==> config.mk <==
export PLATFORM = sky130hd
export DESIGN_NAME = isp_status
export DESIGN_NICKNAME = d
export VERILOG_FILES = /design/src/hdl/isp_pkg.sv /design/src/hdl/isp_status.sv /design/src/hdl/isp_flag.sv /design/src/hdl/isp_crc8.sv
export SDC_FILE = /design/constraint.sdc
export NUM_CORES = 1
export LEC_CHECK = 0
export BUFFER_PORTS_ARGS = -buffer_cell sky130_fd_sc_hd__buf_2
export CAP_MARGIN = 40
export CORE_MARGIN = 2
export CORE_UTILIZATION = 49
export CTS_CLUSTER_DIAMETER = 200
export DETAILED_ROUTE_END_ITERATION = 10
export PLACE_DENSITY = 0.69
export SETUP_SLACK_MARGIN = 0.15
export SYNTH_ARGS = -nofsm -noshare
export SYNTH_HDL_FRONTEND = slang
export SYNTH_SLANG_ARGS = --single-unit
==> constraint.sdc <==
create_clock -name pclk -period 6.8 [get_ports pclk]
set_input_delay 2.04 -clock pclk [delete_from_list [all_inputs] [get_ports pclk]]
set_output_delay 2.04 -clock pclk [all_outputs]
set_load 0.03 [all_outputs]
==> src/hdl/isp_pkg.sv <==
/*
  Package of the I2C status, error, packet check and DMA request block:
  register offsets, field positions, reset values, timing counts, event carrier.
  Assumes a 40 MHz APB clock.
*/
package isp_pkg;

  // Register byte offsets
  localparam logic [11:0] OFF_CTRL1  = 12'h000;
  localparam logic [11:0] OFF_CTRL2  = 12'h004;
  localparam logic [11:0] OFF_OADDR1 = 12'h008;
  localparam logic [11:0] OFF_OADDR2 = 12'h00C;
  localparam logic [11:0] OFF_BUF    = 12'h010;
  localparam logic [11:0] OFF_STS1   = 12'h014;
  localparam logic [11:0] OFF_STS2   = 12'h018;
  localparam logic [11:0] OFF_CLKC   = 12'h01C;
  localparam logic [11:0] OFF_RISE   = 12'h020;
  localparam logic [11:0] OFF_SWITCH = 12'h100;

  localparam logic [15:0] RST_REG = 16'h0000;

  // control_one fields
  localparam int C1_ENABLE = 0;
  localparam int C1_SMBUS  = 1;
  localparam int C1_CRCEN  = 5;
  localparam int C1_START  = 8;
  localparam int C1_STOP   = 9;
  localparam int C1_ACK    = 10;
  localparam int C1_ALERT  = 13;

  // control_two fields
  localparam int C2_EVENT_IRQ_ENABLE  = 8;
  localparam int C2_BUFFER_IRQ_ENABLE = 9;
  localparam int C2_ERROR_IRQ_ENABLE = 10;
  localparam int C2_DMA_REQUEST_ENABLE  = 11;

  // status_one fields
  localparam int S_START = 0;
  localparam int S_ADDR  = 1;
  localparam int S_BYTE  = 2;
  localparam int S_HDR10 = 3;
  localparam int S_STOP  = 4;
  localparam int S_RXF   = 6;
  localparam int S_TXE   = 7;
  localparam int S_BERR  = 8;
  localparam int S_ARB   = 9;
  localparam int S_NACK  = 10;
  localparam int S_OVR   = 11;
  localparam int S_CRC   = 12;
  localparam int S_TLOW  = 14;
  localparam int S_ALERT = 15;

  // Groups of status_one bits
  localparam logic [15:0] EV_MASK  = 16'h001F;
  localparam logic [15:0] BUF_MASK = 16'h00C0;
  localparam logic [15:0] ERR_MASK = 16'hDF00;
  localparam logic [15:0] SW_CLR   = 16'hDF1F;

  // status_two fields
  localparam int S2_MASTER = 0;
  localparam int S2_BUSY   = 1;
  localparam int S2_CRC_LO = 8;

  // CRC-8, x^8 + x^2 + x + 1
  localparam logic [7:0] CRC_POLY = 8'h07;
  localparam logic [7:0] CRC_INIT = 8'h00;

  // Clock-low limit
  localparam int CLK_HZ      = 40_000_000;
  localparam int TLOW_US     = 25_000;
  localparam int TLOW_CYCLES = TLOW_US * (CLK_HZ / 1_000_000);

  // Events from the bit/byte engine, one-cycle pulses
  typedef struct packed {
    logic       start_sent;
    logic       addr_done;
    logic       hdr10_sent;
    logic       stop_seen;
    logic       byte_done;
    logic       start_det;
    logic       stop_det;
    logic       own_cond;
    logic       nack;
    logic       arb_mismatch;
    logic       rx_valid;
    logic       tx_clock;
    logic       bus_valid;
    logic       pec_valid;
    logic [7:0] rx_byte;
    logic [7:0] bus_byte;
  } isp_ev_t;

endpackage

==> src/hdl/isp_status.sv <==
/*
  Status, error detection, packet error check, DMA request and interrupt
  gating of an I2C/SMBus interface, with its APB register file.
  Assumes a bit/byte engine that reports bus events as one-cycle pulses
  in the pclk domain and asks for SDA drive through sda_drive_req.
*/
//
// Summary of operation
// - Unacknowledged byte or address at ninth clock sets no-acknowledge flag.
// - Start or stop not of our own making sets bus error flag.
// - Arbitration lost while master sets arbitration lost flag.
// - Slave receive of a new byte before old one read sets overrun.
// - Byte clock with no new byte written sets underrun.
// - Clock line low past fixed limit sets timeout flag.
// - Received check byte unequal to computed CRC sets mismatch flag.
// - CRC is 8 bits, polynomial x^8 + x^2 + x + 1.
// - With checking on, every bus byte including address feeds CRC.
// - DMA mode requests a write whenever transmit buffer is empty.
// - DMA mode requests a read whenever receive buffer is full.
// - Event flags interrupt only with event interrupt enable set.
// - Buffer flags interrupt only with event and buffer enables set.
// - Error flags and alert interrupt only with error enable set.
// - Registers at 0x00 to 0x20 in steps of four, switch at 0x100.
// - Comes up slave, becomes master after generating a start.
// - On arbitration loss stop driving the data line.
`timescale 1ns/1ps
`default_nettype none

module isp_status #(
  parameter int ADDR_W      = 12,
  parameter int TLOW_CYCLES = isp_pkg::TLOW_CYCLES
) (
  input  wire logic              pclk,
  input  wire logic              presetn,
  input  wire logic              psel,
  input  wire logic              penable,
  input  wire logic              pwrite,
  input  wire logic [ADDR_W-1:0] paddr,
  input  wire logic [31:0]       pwdata,
  output logic      [31:0]       prdata,
  output logic                   pready,
  output logic                   pslverr,
  input  wire isp_pkg::isp_ev_t  ev,
  input  wire logic              scl_in,
  input  wire logic              alert_n_in,
  input  wire logic              sda_drive_req,
  output logic                   sda_oe,
  output logic                   alert_oe,
  output logic                   master_mode,
  output logic                   gen_start,
  output logic                   gen_stop,
  output logic                   ack_en,
  output logic [7:0]             tx_byte,
  output logic                   irq_event,
  output logic                   irq_error,
  output logic                   dma_tx_req,
  output logic                   dma_rx_req
);

  localparam int TW = $clog2(TLOW_CYCLES + 1);
  localparam logic [TW-1:0] TLOW_LIM = TW'(TLOW_CYCLES);

  logic [15:0]   ctrl1_q;
  logic [15:0]   ctrl2_q;
  logic [15:0]   oaddr1_q;
  logic [15:0]   oaddr2_q;
  logic [15:0]   clkc_q;
  logic [15:0]   rise_q;
  logic [15:0]   switch_q;
  logic [7:0]    rx_byte_q;
  logic [7:0]    crc_q;
  logic [7:0]    crc_d;
  logic [TW-1:0] low_cnt_q;
  logic          busy_q;
  logic          lost_q;
  logic [15:0]   flags;
  logic [15:0]   set_vec;
  logic [15:0]   clr_vec;
  logic [15:0]   rdata_d;
  logic          hit_d;

  // APB decode
  logic access;
  logic wr_en;
  logic rd_en;
  logic [11:0] addr12;

  assign access = psel && penable && !pready;
  assign wr_en  = access && pwrite && hit_d;
  assign rd_en  = access && !pwrite && hit_d;
  assign addr12 = 12'(paddr);

  wire enable    = ctrl1_q[isp_pkg::C1_ENABLE];
  wire crc_en    = ctrl1_q[isp_pkg::C1_CRCEN];
  wire smbus     = ctrl1_q[isp_pkg::C1_SMBUS];
  wire wr_ctrl1  = wr_en && (addr12 == isp_pkg::OFF_CTRL1);
  wire wr_buf    = wr_en && (addr12 == isp_pkg::OFF_BUF);
  wire rd_buf    = rd_en && (addr12 == isp_pkg::OFF_BUF);
  wire wr_sts1   = wr_en && (addr12 == isp_pkg::OFF_STS1);

  always_comb begin
    hit_d   = 1'b1;
    rdata_d = 16'h0000;
    case (addr12)
      isp_pkg::OFF_CTRL1:  rdata_d = ctrl1_q;
      isp_pkg::OFF_CTRL2:  rdata_d = ctrl2_q;
      isp_pkg::OFF_OADDR1: rdata_d = oaddr1_q;
      isp_pkg::OFF_OADDR2: rdata_d = oaddr2_q;
      isp_pkg::OFF_BUF:    rdata_d = {8'h00, rx_byte_q};
      isp_pkg::OFF_STS1:   rdata_d = flags;
      isp_pkg::OFF_STS2:   rdata_d = {crc_q, 6'h00, busy_q, master_mode};
      isp_pkg::OFF_CLKC:   rdata_d = clkc_q;
      isp_pkg::OFF_RISE:   rdata_d = rise_q;
      isp_pkg::OFF_SWITCH: rdata_d = switch_q;
      default:             hit_d   = 1'b0;
    endcase
  end

  // One wait state, then the answer
  always_ff @(posedge pclk or negedge presetn) begin
    if (!presetn) begin
      pready  <= 1'b0;
      pslverr <= 1'b0;
      prdata  <= 32'h0000_0000;
    end else begin
      pready  <= access;
      pslverr <= access && !hit_d;
      if (access && !pwrite) begin
        prdata <= {16'h0000, rdata_d};
      end
    end
  end

  // control_one, with hardware-driven start, stop and acknowledge bits
  always_ff @(posedge pclk or negedge presetn) begin
    if (!presetn) begin
      ctrl1_q <= isp_pkg::RST_REG;
    end else begin
      if (wr_ctrl1) begin
        ctrl1_q <= pwdata[15:0];
      end
      if (ev.start_sent || !enable) begin
        ctrl1_q[isp_pkg::C1_START] <= 1'b0;
      end
      if (!enable) begin
        ctrl1_q[isp_pkg::C1_ACK] <= 1'b0;
      end
      if (ev.stop_seen && master_mode) begin
        ctrl1_q[isp_pkg::C1_STOP] <= 1'b0;
      end
      if (set_vec[isp_pkg::S_TLOW]) begin
        ctrl1_q[isp_pkg::C1_STOP] <= 1'b1;
      end
    end
  end

  // Plain storage registers
  always_ff @(posedge pclk or negedge presetn) begin
    if (!presetn) begin
      ctrl2_q  <= isp_pkg::RST_REG;
      oaddr1_q <= isp_pkg::RST_REG;
      oaddr2_q <= isp_pkg::RST_REG;
      clkc_q   <= isp_pkg::RST_REG;
      rise_q   <= isp_pkg::RST_REG;
      switch_q <= isp_pkg::RST_REG;
      tx_byte  <= 8'h00;
    end else if (wr_en) begin
      case (addr12)
        isp_pkg::OFF_CTRL2:  ctrl2_q  <= pwdata[15:0];
        isp_pkg::OFF_OADDR1: oaddr1_q <= pwdata[15:0];
        isp_pkg::OFF_OADDR2: oaddr2_q <= pwdata[15:0];
        isp_pkg::OFF_BUF:    tx_byte  <= pwdata[7:0];
        isp_pkg::OFF_CLKC:   clkc_q   <= pwdata[15:0];
        isp_pkg::OFF_RISE:   rise_q   <= pwdata[15:0];
        isp_pkg::OFF_SWITCH: switch_q <= pwdata[15:0];
        default: ;
      endcase
    end
  end

  // Received byte holding register
  always_ff @(posedge pclk or negedge presetn) begin
    if (!presetn) begin
      rx_byte_q <= 8'h00;
    end else if (ev.rx_valid) begin
      rx_byte_q <= ev.rx_byte;
    end
  end

  // Master/slave mode and arbitration
  always_ff @(posedge pclk or negedge presetn) begin
    if (!presetn) begin
      master_mode <= 1'b0;
      lost_q      <= 1'b0;
    end else begin
      if (!enable || set_vec[isp_pkg::S_ARB]) begin
        master_mode <= 1'b0;
      end else if (ev.start_sent) begin
        master_mode <= 1'b1;
      end else if (ev.stop_seen) begin
        master_mode <= 1'b0;
      end
      if (set_vec[isp_pkg::S_ARB]) begin
        lost_q <= 1'b1;
      end else if (ev.stop_det || !enable) begin
        lost_q <= 1'b0;
      end
    end
  end

  // Bus busy between start and stop
  always_ff @(posedge pclk or negedge presetn) begin
    if (!presetn) begin
      busy_q <= 1'b0;
    end else if (ev.stop_det || !enable) begin
      busy_q <= 1'b0;
    end else if (ev.start_det) begin
      busy_q <= 1'b1;
    end
  end

  // Data line drive, dropped once arbitration is lost
  always_ff @(posedge pclk or negedge presetn) begin
    if (!presetn) begin
      sda_oe <= 1'b0;
    end else begin
      sda_oe <= enable && sda_drive_req && !lost_q && !set_vec[isp_pkg::S_ARB];
    end
  end

  // Clock-low counter
  always_ff @(posedge pclk or negedge presetn) begin
    if (!presetn) begin
      low_cnt_q <= '0;
    end else if (!enable || scl_in) begin
      low_cnt_q <= '0;
    end else if (low_cnt_q != TLOW_LIM) begin
      low_cnt_q <= low_cnt_q + TW'(1);
    end
  end

  wire tlow_hit = enable && !scl_in && (low_cnt_q == TLOW_LIM - TW'(1));

  // CRC accumulator
  isp_crc8 u_crc (
    .crc_in  (crc_q),
    .data    (ev.bus_byte),
    .crc_out (crc_d)
  );

  always_ff @(posedge pclk or negedge presetn) begin
    if (!presetn) begin
      crc_q <= isp_pkg::CRC_INIT;
    end else if (!enable || !crc_en || ev.start_det || ev.stop_det) begin
      crc_q <= isp_pkg::CRC_INIT;
    end else if (ev.bus_valid) begin
      crc_q <= crc_d;
    end
  end

  // Flag set sources
  always_comb begin
    set_vec = 16'h0000;
    if (enable) begin
      set_vec[isp_pkg::S_START] = ev.start_sent;
      set_vec[isp_pkg::S_ADDR]  = ev.addr_done;
      set_vec[isp_pkg::S_BYTE]  = ev.byte_done;
      set_vec[isp_pkg::S_HDR10] = ev.hdr10_sent;
      set_vec[isp_pkg::S_STOP]  = ev.stop_seen && !master_mode;
      set_vec[isp_pkg::S_RXF]   = ev.rx_valid;
      set_vec[isp_pkg::S_TXE]   = ev.tx_clock;
      set_vec[isp_pkg::S_NACK]  = ev.nack;
      set_vec[isp_pkg::S_BERR]  = (ev.start_det || ev.stop_det) && !ev.own_cond;
      set_vec[isp_pkg::S_ARB]   = ev.arb_mismatch && master_mode;
      set_vec[isp_pkg::S_OVR]   = (ev.rx_valid && !master_mode && flags[isp_pkg::S_RXF])
                                || (ev.tx_clock && flags[isp_pkg::S_TXE]);
      set_vec[isp_pkg::S_CRC]   = crc_en && ev.pec_valid && (ev.rx_byte != crc_q);
      set_vec[isp_pkg::S_TLOW]  = tlow_hit;
      set_vec[isp_pkg::S_ALERT] = smbus && !alert_n_in;
    end
  end

  // Flag clear sources: write zero to clear, data access clears buffer flags
  always_comb begin
    clr_vec = 16'h0000;
    if (wr_sts1) begin
      clr_vec = ~pwdata[15:0] & isp_pkg::SW_CLR;
    end
    clr_vec[isp_pkg::S_RXF] = rd_buf;
    clr_vec[isp_pkg::S_TXE] = wr_buf;
    if (!enable) begin
      clr_vec = clr_vec | isp_pkg::EV_MASK | isp_pkg::BUF_MASK;
    end
  end

  for (genvar i = 0; i < 16; i++) begin : g_flag
    isp_flag #(
      .RESET_VAL (1'b0)
    ) u_flag (
      .pclk    (pclk),
      .presetn (presetn),
      .set     (set_vec[i]),
      .clr     (clr_vec[i]),
      .flag_q  (flags[i])
    );
  end

  // Interrupt and DMA requests
  wire ev_ien  = ctrl2_q[isp_pkg::C2_EVENT_IRQ_ENABLE];
  wire buf_ien = ctrl2_q[isp_pkg::C2_BUFFER_IRQ_ENABLE];
  wire err_ien = ctrl2_q[isp_pkg::C2_ERROR_IRQ_ENABLE];
  wire dma_en  = ctrl2_q[isp_pkg::C2_DMA_REQUEST_ENABLE];

  always_ff @(posedge pclk or negedge presetn) begin
    if (!presetn) begin
      irq_event <= 1'b0;
      irq_error <= 1'b0;
    end else begin
      irq_event <= (ev_ien && |(flags & isp_pkg::EV_MASK))
                || (ev_ien && buf_ien && |(flags & isp_pkg::BUF_MASK));
      irq_error <= err_ien && |(flags & isp_pkg::ERR_MASK);
    end
  end

  always_ff @(posedge pclk or negedge presetn) begin
    if (!presetn) begin
      dma_tx_req <= 1'b0;
      dma_rx_req <= 1'b0;
    end else begin
      dma_tx_req <= dma_en && flags[isp_pkg::S_TXE] && !wr_buf;
      dma_rx_req <= dma_en && flags[isp_pkg::S_RXF] && !rd_buf;
    end
  end

  // Control outputs to the engine and the alert pin
  always_ff @(posedge pclk or negedge presetn) begin
    if (!presetn) begin
      gen_start <= 1'b0;
      gen_stop  <= 1'b0;
      ack_en    <= 1'b0;
      alert_oe  <= 1'b0;
    end else begin
      gen_start <= enable && ctrl1_q[isp_pkg::C1_START];
      gen_stop  <= enable && ctrl1_q[isp_pkg::C1_STOP];
      ack_en    <= enable && ctrl1_q[isp_pkg::C1_ACK];
      alert_oe  <= enable && smbus && ctrl1_q[isp_pkg::C1_ALERT];
    end
  end

endmodule // isp_status

`default_nettype wire

==> src/hdl/isp_flag.sv <==
/*
  One sticky status flag: hardware set, clear from software or hardware.
  Assumes set and clear are single-cycle pulses in the pclk domain.
*/
`timescale 1ns/1ps
`default_nettype none

module isp_flag #(
  parameter logic RESET_VAL = 1'b0
) (
  input  wire logic pclk,
  input  wire logic presetn,
  input  wire logic set,
  input  wire logic clr,
  output var  logic flag_q
);

  // Set wins over a clear in the same cycle
  always_ff @(posedge pclk or negedge presetn) begin
    if (!presetn) begin
      flag_q <= RESET_VAL;
    end else if (set) begin
      flag_q <= 1'b1;
    end else if (clr) begin
      flag_q <= 1'b0;
    end
  end

endmodule // isp_flag

`default_nettype wire

==> src/hdl/isp_crc8.sv <==
/*
  Combinational CRC-8 step over one byte, most significant bit first.
  Assumes the caller holds the running value in its own register.
*/
`timescale 1ns/1ps
`default_nettype none

module isp_crc8 (
  input  wire logic [7:0] crc_in,
  input  wire logic [7:0] data,
  output logic      [7:0] crc_out
);

  always_comb begin
    logic [7:0] c;
    c = crc_in ^ data;
    for (int i = 0; i < 8; i++) begin
      if (c[7]) begin
        c = {c[6:0], 1'b0} ^ isp_pkg::CRC_POLY;
      end else begin
        c = {c[6:0], 1'b0};
      end
    end
    crc_out = c;
  end

endmodule // isp_crc8

`default_nettype wire

# Yosys cells after proc, flatten, opt, wreduce, memory -nomap -nowiden
# Index checks and enable logic that the tools add are counted.
# classes
n_bitwise,10
eq_ne,13
reduce_logical,95
mux,59
addsub,1
# ops
cell,n
case mux 16 bit (10 select lines),1
== test 12 x 5 -> 1 bit (second input constant),4
2-to-1 mux 1 bit,40
2-to-1 mux 20 bit,2
logical AND 1 bit,39
nonzero test 2 bit,19
== test 12 x 4 -> 1 bit (second input constant),2
2-to-1 mux 3 bit,8
2-to-1 mux 8 bit,3
NOT 3 bit,8
adder 20 x 1 -> 20 bit (second input constant),1
== test 20 bit (second input constant),1
inequality test 20 bit (second input constant),1
2-to-1 mux 16 bit,1
NOT 16 bit,1
AND reduction 2 bit,7
zero test 1 bit,13
== test 12 x 3 -> 1 bit (second input constant),1
== test 12 x 6 -> 1 bit (second input constant),1
== test 12 x 9 -> 1 bit (second input constant),1
zero test 12 bit,1
2-to-1 mux 11 bit,1
logical OR 1 bit,10
OR reduction 10 bit,1
other kinds (10),11
# totals
elab_cells,221
reg_bits,200
out_inout_bits,52

# Longest topological paths before layout
# Gate-level depths: netlist of run 1.
# depth
word_depth,19
ltp_mapped,9
depth_no_buf,6

# By module
# Synthesis of run 1 repeated with hierarchy kept, for this count alone.
# unflattened
hier_cells,839
hier_area_um2,9924.5
# modules_own_cells
module,instances,area_per_inst_um2,cells_each
isp_status,1,9160.0,770
isp_flag,16,36.3,3
isp_crc8,1,183.9,21

# Worst setup path after synthesis of run 1
# OpenSTA, ideal clock, no wires.
# synth_timing
kind,input to register
startpoint,in paddr[8]
endpoint,reg clkc_q[10]
path_stages,9
setup_slack_ps,2699
required_time_ps,6675
arrival_ps,3976
setup_time_ps,125
path_cell_list,buf_6 nor4_4 buf_6 nand2_1 o22a_1 buf_6 nor4b_4 buf_6 mux2_4
# synth_via
elab_chain_cells,5
elab_cells_between_ends,14
# synth_rtl
element,line_no,source
"start, declared",isp_status.sv:38,"input wire logic [ADDR_W-1:0] paddr,"
"== test 12 x 5 -> 1 bit, or another cell as far along",isp_status.sv:104,case (addr12)
OR reduction 10 bit (no source line),--,
2-to-1 mux 1 bit,isp_status.sv:104,
logical AND 1 bit,isp_status.sv:89,assign wr_en = access && pwrite && hit_d;
AND reduction 2 bit (no source line) *,--,
"end signal, assigned",isp_status.sv:163,clkc_q <= isp_pkg::RST_REG;
"end signal, assigned",isp_status.sv:173,isp_pkg::OFF_CLKC: clkc_q <= pwdata[15:0];
"end, declared",isp_status.sv:67,logic [15:0] clkc_q;
# Every way passes the cells marked *; elsewhere a longest branch is shown, timed or not.
# A chain may end at the register's enable or synchronous reset.

# Final worst setup path of run 1
# layout_timing
startpoint,in paddr[3]
endpoint,reg clkc_q[6]
# The elaborated chain is that of the path after synthesis.

==> impl_results.md, run 1 <==
* Outcome: completed
* Initial Util at 50.3%
* Crit path launch type: input port
* Vias at 6933
* Iter 0 DRT Violations at 519
* Slew headroom at 36.9%
* Resized cells post-CTS at 0
* ANT nets after route at 0
* Clock sinks at 200
* Final Skew at 11.7 ps
* Min Tclk post-route at 4830 ps
* Power density over the cells at 208 nW/um^2
* First-pass GRT wire length at 40.5 mm
* Top FF cell, synth: dfrtp_1
* Final #Nets at 995
* Vias in the first global route at 6997
* Final Core Density at 57.2%
* Clk buf depth at 2
* Max_cap viols at 0
* Congestion Overflow GR at 0
* First-pass DRT Iterations at 6
* Layout cells sized above 1 at 34.2%
* Ys Warns at 0
* CP peak stage delay at 770 ps
* Static Leakage at 5.28 nW
* Die area at 21200 um^2
* Final hold vios at 0
* Hold WC Path Type: reg -> reg
* Post-synth cell types at 66
* Worst EP required at 7120 ps
* Worst path bufs/invs at 4
* Sequential share of the synthesized area at 50.8%
* DR DRC count at 0
* Most used cell, CP: buf_4
* Setup Fix Bufs, Post-CTS at 0
* Endpoints failing setup at 0
* Tightest Pin Transition at 936 ps
* Synth top area share at 50.8%
* CTS Buf Count at 17
* Pin count of the biggest net entering global routing at 106
* GPL Wtd Cong at 0.881
* Mapped Cells at 811
* Die height at 146 um
* Total track usage at 24.9%
* Total Power at 2.33 mW
* Core area at 19600 um^2
* Delay-heaviest family, CP: buffers and inverters
* Via/cell ratio at 5.83
* RSZ-0062 raised after global routing: false
* Die X-Extent at 146 um
* Worst hold start: lost_q
* Slowest-stage cell, CP: nor4b_4
* P&R area growth vs syn at 13.9%
* Synth Cell Area at 9840 um^2
* CTS clk-pin slew, worst paths at 80 ps
* Crit end category: flop
* Flops & latches, synth at 200
* R2r startpoint: pready
* Worst-Skew Late Latency at 450 ps
* # H-tree levels at 4
* Synth area leaders: dfrtp_1, mux2_2, mux2_4, xnor2_1, nand2_1
* Port buffer count at 101
* Post-synth EDFFs at 0
* Antenna violations before repair at 2
* Hold-fix buffers, CTS at 0
* Crit path cell chain: buf_2, buf_4, o21ai_0, nand4_1, o22a_1, buf_8, nor4b_4, buf_4, mux2_4
* I/O pin count at 134
* CP startpoint: paddr[3]
* Setup TNS at 0 ps
* Final worst path period share at 71.1%
* CTS tree: done
* Detail Placement HPWL at 17.9 mm
* Worst VDD drop at 176 uV
* Max FO, Critical Path at 25
* Fmax at 0.207 GHz
* Routed Wire Length at 25.7 mm
* Clock root buffer: clkbuf_16
* Worst Setup Path Type: in -> reg
* Drt wl/cell at 21.6 um
* Syn Area/Cell at 12.1 um^2
* Critical path arrival at 5160 ps
* Cell taking the most area after synthesis: dfrtp_1
* Row cnt at 51
* Ys async rst share at 100%
* Final slew viol count at 0
-- cell type report --
type                    instances  area (um^2)
inverters                      10         37.5
clock inverters                15          139
fillers                      1685         8380
repair buffers                124          737
clock buffers                  17          425
diodes                          1         2.50
well taps                     265          332
flip-flops and latches        200         5000
multi-input cells             558         4530
-- metal layers --
layer / track usage [%] / routed length (um) / vias to the layer above
met4: 10.3 / 754 / 2
li1: - / - / 3142
met2: 39.5 / 12200 / 250
met5: 0 / 13 / -
met1: 33.9 / 11100 / 3488
met3: 4.67 / 1580 / 51
-- worst reg2reg max path, stage by stage, from the launching register on --
cell and delay, ps:
dfrtp_1 400, and4b_1 520, nand4_1 220, o22a_1 410
buf_8 240, nor4b_4 770, buf_4 360, mux2_4 330
-- registers in the layout, indices dropped and copies added, names as in the netlist, 14 cells and up --
signal,flops
low_cnt_q,20
g_flag.u_flag.flag_q,14
switch_q,16
oaddr2_q,16
ctrl1_q,16
rise_q,16
oaddr1_q,16
clkc_q,16
ctrl2_q,16
prdata,16
-- cells in the final DEF, fill, tap and decap left out, drive strengths merged, types with 5 or more instances in the layout --
| master | synthesis | final |
|---|---|---|
| mux2 | 140 | 140 |
| buf | 34 | 123 |
| nand3 | 27 | 27 |
| nor3 | 11 | 11 |
| clkinv | 0 | 5 |
| a211oi | 6 | 6 |
| inv | 10 | 17 |
| dfrtp | 200 | 200 |
| nand4 | 10 | 10 |
| a22oi | 12 | 12 |
| xnor2 | 27 | 27 |
| a221oi | 7 | 7 |
| o21ai | 31 | 31 |
| nor4 | 15 | 15 |
| and2 | 6 | 6 |
| xor2 | 17 | 17 |
| o31ai | 9 | 9 |
| a21oi | 7 | 7 |
| nor2 | 47 | 47 |
| or3 | 5 | 5 |
| and3 | 5 | 5 |
| conb | 1 | 16 |
| mux4 | 6 | 6 |
| nand2 | 55 | 55 |
| clkbuf | 24 | 18 |
| a22o | 13 | 13 |
| nor4b | 5 | 5 |
| mux2i | 19 | 19 |
| or4 | 5 | 5 |
-- through the flow --
step	cells	setup slack, ps	area, um^2	hold WS (ps)
after floorplan	826	2700	9900	409
after global placement	1150	1490	10500	423
after detailed placement	1157	1530	10600	437
after CTS	1189	1990	11200	448
after global routing	1190	1820	11200	454
final	1190	1970	11200	446
-- cells in the mapped netlist, types with 10 or more instances --
| cell | number |
|---|---|
| mux2_2 | 120 |
| mux2i_1 | 19 |
| nand2_1 | 55 |
| nor4_1 | 10 |
| nor2_1 | 47 |
| clkbuf_1 | 24 |
| a22oi_1 | 12 |
| nand3_1 | 27 |
| dfrtp_1 | 200 |
| mux2_4 | 20 |
| xor2_1 | 17 |
| inv_1 | 10 |
| nand4_1 | 10 |
| a22o_1 | 13 |
| xnor2_1 | 27 |
| nor3_1 | 10 |
| o21ai_0 | 28 |
| buf_4 | 19 |
-- cell families (layout without fill, tap and decap cells) --
family                     count (synthesis)  in the layout  synth area share [%]
other                                      1             17                0.0381
AOI/OAI and AO/OA                        115            115                  8.34
buffers and inverters                     68            166                  3.76
xor gates and xnor gates                  46             46                  4.40
and+or+nand+nor                          214            214                  12.3
adders and majority gates                  2              2                 0.254
DFF                                      200            200                  50.8
muxes                                    165            165                  20.1
-- worst paths after layout --
path / endpoint / slack, ps / cells past startpoint
max in group asynchronous: oaddr1_q[4] / 4050 / 3
setup / recovery: clkc_q[6] / 1970 / 9
min in group asynchronous: low_cnt_q[13] / 1430 / 1
hold reg to reg: sda_oe / 450 / 1
setup reg to reg: clkc_q[6] / 3440 / 7
hold / removal: sda_oe / 450 / 1
-- where the power goes --
part | switching (mW) | internal, mW | total (mW)
Combinational | 0.105 | 0.0476 | 0.152
Sequential | 0.00379 | 1.19 | 1.20
Clock | 0.497 | 0.484 | 0.982
Total | 0.606 | 1.73 | 2.33
(Power assumes the default switching activity.)
==> run 2: changes to the inputs <==
- ABC_AREA: unset -> 1
- PLACE_DENSITY: 0.69 -> 0.71
- clock period: 6.8 -> 3.9 ns (I/O delays scaled with it)
==> run 2 against run 1 <==
Utilization down 0.79 points. Via count increased by 17%. Synthesized area shrank 1.2%. Sequential power is 75% higher. Flip-flop and latch count unchanged. Clock skew increased by 0.84 ps. Count of clock-buffer cells in the layout is the same. First-iteration DRC count is 50% higher. Cell area down 2.0%. Register-to-register slack got worse by 1700 ps. Largest power group unchanged. Highest routed layer is now met4.
==> impl_results.md, run 2 <==
* Outcome: completed
* Placed instance area at 10400 um^2 (-2.4%)
* Total Power at 4.13 mW (+77%)
* GR peak layer: met1
* Crit end category: flop
* Switching share of power at 24.6% (-1.4 points)
* Pre-CTS setup slack at 629 ps (-900 ps)
* Pin count of the biggest net entering global routing at 78 (-26%)
* Min Tclk post-route at 2850 ps
* Max_cap viols at 0 (unchanged)
* Comb power frac at 6.1% (-0.4 points)
* Sequential fraction of design power at 50.8% (-0.6 points)
* CTS clk-pin slew, worst paths at 70 ps (about the same)
* # H-tree levels at 4 (unchanged)
* Worst VDD drop at 265 uV (+51%)
* Worst EP required at 4200 ps (-2920 ps)
* Ys async rst share at 100% (unchanged)
* Vias in the first global route at 7282 (+4.1%)
* Vias at 8116 (+17%)
* Worst Setup Path Type: in -> reg
* Clock group share of total power at 43.1% (+1.0 points)
* Clk buf depth at 2 (unchanged)
* Crit path cell chain: buf_2, nor2_1, inv_1, nor2_1, nand3_1, nand2_1, inv_2, a21boi_4, nand2_2, nand2_1, o21ai_0
* Post-synth EDFFs at 0 (unchanged)
* CTS tree: done
* Critical path arrival at 3150 ps (-2010 ps)
* Hold WC Path Type: reg -> reg
* Post-synth cell types at 41 (-38%)
* Top FF cell, synth: dfrtp_1
* Iter 0 DRT Violations at 776 (+50%)
* Top reg by flops: low_cnt_q
* Final Core Density at 56.4% (-0.79 points)
* Power density over the cells at 376 nW/um^2 (+81%)
* Switching power at 1.01 mW (+68%)
* First-pass GRT wire length at 39.4 mm (-2.6%)
* Routed Wire Length at 25.3 mm (-1.4%)
* Ys Warns at 0 (unchanged)
* Syn Area/Cell at 8.18 um^2 (-33%)
* Endpoints failing setup at 0 (unchanged)
* Sequential share of the synthesized area at 51.5% (+0.64 points)
* Synth top area share at 51.5% (+0.64 points)
* Clock sinks at 200 (unchanged)
* Most common cell after layout, fill and taps aside: nand2_1
* Mapped Cells at 1188 (+46%)
* Delay-heaviest family, CP: simple AND/OR/NAND/NOR gates
* Flops & latches, synth at 200 (unchanged)
* Power Internal at 3.11 mW (+80%)
* Cell taking the most area after synthesis: dfrtp_1
* Crit path launch type: input port
* Detail Placement HPWL at 18.7 mm (+4.7%)
* Final slew viol count at 0 (unchanged)
* CP peak stage delay at 410 ps (-360 ps)
* RSZ-0062 raised after global routing: false
* Final worst path period share at 73.2%
* Worst-case reg-to-reg path depth at 7 (unchanged)
* Final #Nets at 1361 (+37%)
* Final Skew at 12.6 ps (+0.835 ps)
* Met1 Track Usage GR at 37.5% (+3.6 points)
* Worst-Skew Late Latency at 440 ps (about the same)
* Final worst slack at 1050 ps (-920 ps)
* Tightest Pin Transition at 643 ps (-293 ps)
* Clock root buffer: clkbuf_16
* Static Leakage at 5.54 nW (+4.9%)
* Met2 Use GR at 36.6% (-2.9 points)
* Antenna violations before repair at 0 (-2)
* Max FFs per register at 20 (unchanged)
* Fmax at 0.350 GHz
* Die height at 145 um (-0.61%)
* Most frequent cells in the layout: nand2_1, dfrtp_1, inv_1
* Antenna cells at 0 (-1)
* Setup TNS at 0 ps (unchanged)
* DR DRC count at 0 (unchanged)
* CTS Buf Count at 17 (unchanged)
* R2R setup slack at 1730 ps (-1710 ps)
* Top-count cell post-synth: nand2_1
* Top cells by count, synth: nand2_1, dfrtp_1, inv_1
* Drt wl/cell at 16.3 um (-25%)
* Initial Util at 50.0% (-0.30 points)
* I/O pin count at 134 (unchanged)
* Final Cell Area at 11000 um^2 (-2.0%)
* First-pass DRT Iterations at 6 (unchanged)
* WHS Endpoint: pready
* Critical R2R Capture: oaddr1_q[12]
* Hold-fix buffers, CTS at 0 (unchanged)
* Via/cell ratio at 5.22 (-10%)
* GPL Wtd Cong at 0.909 (+3.2%)
* Total track usage at 24.9% (-0.038 points)
* Die X-Extent at 145 um (-0.61%)
* Worst path bufs/invs at 3 (-1)
* R2r startpoint: pready
* Resized cells post-CTS at 0 (unchanged)
* Met3 GRT Util at 4.48% (-0.20 points)
* Port buffer count at 101 (unchanged)
* Synth area leaders: dfrtp_1, nand2_1, o21ai_0, inv_1, nand3_1
* Setup Fix Bufs, Post-CTS at 0 (unchanged)
* Congestion Overflow GR at 0 (unchanged)
* Slowest-stage cell, CP: nand2_2
* Final hold vios at 0 (unchanged)
* Slew headroom at 57.0% (+20 points)
* Worst hold start: pready
* Critical path depth at 11 (+2)
* Die area at 21000 um^2 (-1.2%)
* Hold path depth at 1 (unchanged)
* Synth Cell Area at 9720 um^2 (-1.2%)
* Layout cells sized above 1 at 14.2% (-20 points)
* Max FO, Critical Path at 32 (+28%)
* P&R area growth vs syn at 13.0%
* Core area at 19500 um^2 (-0.65%)
* Row cnt at 51 (unchanged)
* ANT nets after route at 0 (unchanged)
## run 2: changes by cell type in the layout (fill, tap and decap cells not counted), moves of 20 or more
cell / before / now
nor2_1: 47 / 69
o22ai_1: 3 / 38
inv_1: 10 / 175
nand2_1: 55 / 276
nand3_1: 27 / 53
mux2_2: 120 / 0
a21oi_1: 7 / 29
mux2_4: 20 / 0
o21ai_0: 28 / 156
## run 2: cell families after synthesis
family                   share of synthesized area (%)
XOR/XNOR                                          1.98
buffers and inverters                             10.2
adder cells (fa/ha/maj)                          0.257
AND/OR/NAND/NOR                                   21.0
flip-flops                                        51.5
other                                           0.0386
AO/OA/AOI/OAI                                     15.0
## run 2: metal layers
metal  vias up  share of wire [%]
met2       294                 44
met5         -                  0
met1      3830                 47
met4         0                2.2
li1       3961                  -
met3        31                7.5
## run 2: cell type report
cell class	instances	area, um^2
timing repair buffer	111	614
multi-input combinational	770	3780
sequential	200	5000
tap	265	332
clock inverter	14	164
fill	1766	8480
clock buffer	17	425
inverter	177	664
## run 2: how the worst max path moves through the flow
stage                          from           end  slack [ps]
final                     paddr[11]  oaddr1_q[12]        1050
after CTS                 paddr[11]  oaddr1_q[12]        1070
after global placement    paddr[11]   switch_q[4]         620
after detailed placement  paddr[11]  switch_q[15]         630
after floorplan           paddr[11]    ctrl2_q[2]        1270
after global routing      paddr[11]  oaddr1_q[14]         800
## run 2: worst reg2reg max path, cell delays in order, from the launching register on
cell and delay, ps:
dfrtp_1 380, nor2_2 120, inv_1 80, nor2_2 340, a21boi_4 410, nand2_2 410, nand2_1 190, o21ai_0 100
## run 2: power groups by stage
stage               clock network, mW  logic [mW]  registers (mW)
floorplan                           0       0.123            2.14
CTS                              1.81       0.251            2.10
finish                           1.78       0.250            2.10
global route                     1.89       0.278            2.10
detailed placement                  0       0.250            2.14
global placement                    0       0.249            2.14
## run 2: through the flow
stage | instances | hold slack (ps)
CTS | 1554 | 435
floorplan | 1203 | 436
detailed placement | 1523 | 426
global route | 1554 | 454
finish | 1554 | 434
global placement | 1523 | 424
==> run 3: changes to the inputs <==
- ABC_AREA: 1 -> 0
- PLACE_DENSITY: 0.71 -> 0.69
- clock period: 3.9 -> 2.65 ns (I/O delays scaled with it)
==> run 3 against run 2 <==
Die area grew 1.2%. First-iteration DRC count fell by 40%. Combinational power up 74%. Global-route usage up 0.82 points. Largest power group unchanged. Largest cell class unchanged. Total power increased by 56%. Register-to-register slack worse by 1300 ps. Utilization rose by 4.1 points.
==> impl_results.md, run 3 (synthesis gave the netlist of run 1 again) <==
* Outcome: completed
* Max FO, Critical Path at 12 (-63%)
* Endpoints failing setup at 0 (unchanged)
* RSZ-0062 raised after global routing: false
* Worst VDD drop at 421 uV (+59%)
* Fmax at 0.428 GHz
* Clk buf depth at 2 (unchanged)
* Worst EP required at 2970 ps (-1230 ps)
* Critical path arrival at 2650 ps (-500 ps)
* CTS Buf Count at 17 (unchanged)
* Final hold slack at 339 ps (-95.3 ps)
* Power density over the cells at 541 nW/um^2 (+44%)
* Setup Fix Bufs, Post-CTS at 0 (unchanged)
* Final slew viol count at 0 (unchanged)
* Worst-Skew Late Latency at 440 ps (about the same)
* Clock root buffer: clkbuf_16
* Initial Util at 50.3% (+0.30 points)
* Die X-Extent at 146 um (+0.61%)
* Port buffer count at 101 (unchanged)
* # H-tree levels at 4 (unchanged)
* Iter 0 DRT Violations at 462 (-40%)
* Via/cell ratio at 5.72 (+9.6%)
* Most common cell after layout, fill and taps aside: dfrtp_1
* R2R setup slack at 400 ps (-1330 ps)
* CTS tree: done
* Pin count of the biggest net entering global routing at 65 (-17%)
* Final #Nets at 1053 (-23%)
* Detail Placement HPWL at 19.1 mm (+2.1%)
* First-pass GRT wire length at 42.3 mm (+7.2%)
* Final hold vios at 0 (unchanged)
* Die area at 21200 um^2 (+1.2%)
* Most frequent cells in the layout: dfrtp_1, buf_2, mux2_2
* Crit end category: flop
* Min Tclk post-route at 2330 ps
* ANT nets after route at 0 (unchanged)
* Congestion Overflow GR at 0 (unchanged)
* Max FFs per register at 20 (unchanged)
* Drt wl/cell at 21.1 um (+30%)
* Core area at 19600 um^2 (+0.66%)
* CTS clk-pin slew, worst paths at 70 ps (about the same)
* I/O pin count at 134 (unchanged)
* Routed Wire Length at 26.4 mm (+4.1%)
* Vias at 7141 (-12%)
* Row cnt at 51 (unchanged)
* Critical R2R Capture: clkc_q[6]
* Die height at 146 um (+0.61%)
* Setup TNS at 0 ps (unchanged)
* Tightest Pin Transition at 775 ps (+132 ps)
* P&R area growth vs syn at 20.5%
* R2r startpoint: pready
* Final worst path period share at 88.1%
* Clock sinks at 200 (unchanged)
* Worst Setup Path Type: in -> reg
* Total track usage at 25.7% (+0.82 points)
* Top reg by flops: low_cnt_q
* First-pass DRT Iterations at 7 (+1)
* Static Leakage at 5.64 nW (+1.8%)
* Max_cap viols at 0 (unchanged)
* Vias in the first global route at 7462 (+2.5%)
* Slew headroom at 47.9% (-9.1 points)
* Layout cells sized above 1 at 38.3% (+24 points)
* Crit path launch type: input port
* Final Skew at 9.08 ps (-3.48 ps)
* Antenna violations before repair at 1 (+1)
* Hold WC Path Type: in -> async
* Worst-case reg-to-reg path depth at 6 (-1)
* GPL Wtd Cong at 0.874 (-3.9%)
* DR DRC count at 0 (unchanged)
## run 3: changes by cell type in the layout (fill, tap and decap cells not counted), sizes merged, moves of 12 or more
cell   change
a22o      +13
nand2    -234
mux2i     +19
a21oi     -22
mux2     +140
nor2      -32
nand3     -27
o22ai     -35
xnor2     +19
o21ai    -151
inv      -168
buf       +71
a22oi     +12
## run 3: repair_timing
action                                  CTS  global route
hold buffers                              0             0
resized for setup                         0             2
endpoints found under the setup margin    0             4
## run 3: cell type report
class | count | area [um^2]
clock inverters | 13 | 213
inverters | 10 | 37.5
repair buffers | 182 | 1210
multi-input cells | 558 | 4620
flip-flops and latches | 200 | 5000
clock buffers | 19 | 443
fillers | 1624 | 7730
diodes | 1 | 2.50
well taps | 265 | 332
## run 3: worst max-delay path by stage
stage / from / end / slack (ps) / depth (start not counted)
detailed placement: paddr[2] / prdata[0] / -170 / 8
floorplan: paddr[5] / clkc_q[10] / -110 / 7
global route: paddr[3] / prdata[14] / 200 / 9
global placement: paddr[5] / oaddr2_q[2] / -140 / 7
finish: paddr[2] / prdata[0] / 320 / 8
CTS: paddr[2] / prdata[0] / 290 / 8
## run 3: metrics by stage
step	area, um^2	util (%)	worst slack (ps)	total power [mW]	std cells
final	11900	60.6	315	6.42	1248
after global routing	11900	60.5	201	6.62	1247
after CTS	11900	60.5	287	6.45	1247
after detailed placement	11200	57.2	-167	3.57	1215
after global placement	11200	57.2	-135	3.57	1215
after floorplan	10000	-	-107	3.33	826
## run 3: critical path, cell delays in order
cell and delay, ps:
buf_2 140, buf_4 280, buf_4 200, mux4_2 480, and2_1 160, a2111oi_1 310, buf_4 200, o21ai_0 60
## run 3: power breakdown
group | switching, mW | internal (mW) | total, mW
clock | 1.19 | 1.72 | 2.91
sequential | 0.0119 | 3.07 | 3.08
combinational | 0.279 | 0.154 | 0.434
## run 3: layer usage
metal | vias to the layer above | global-route usage, % | wire (um)
met4 | 0 | 9.46 | 749
li1 | 3252 | - | -
met5 | - | 0 | 0
met3 | 57 | 3.73 | 1370
met2 | 232 | 41.3 | 12600
met1 | 3600 | 35.6 | 11600
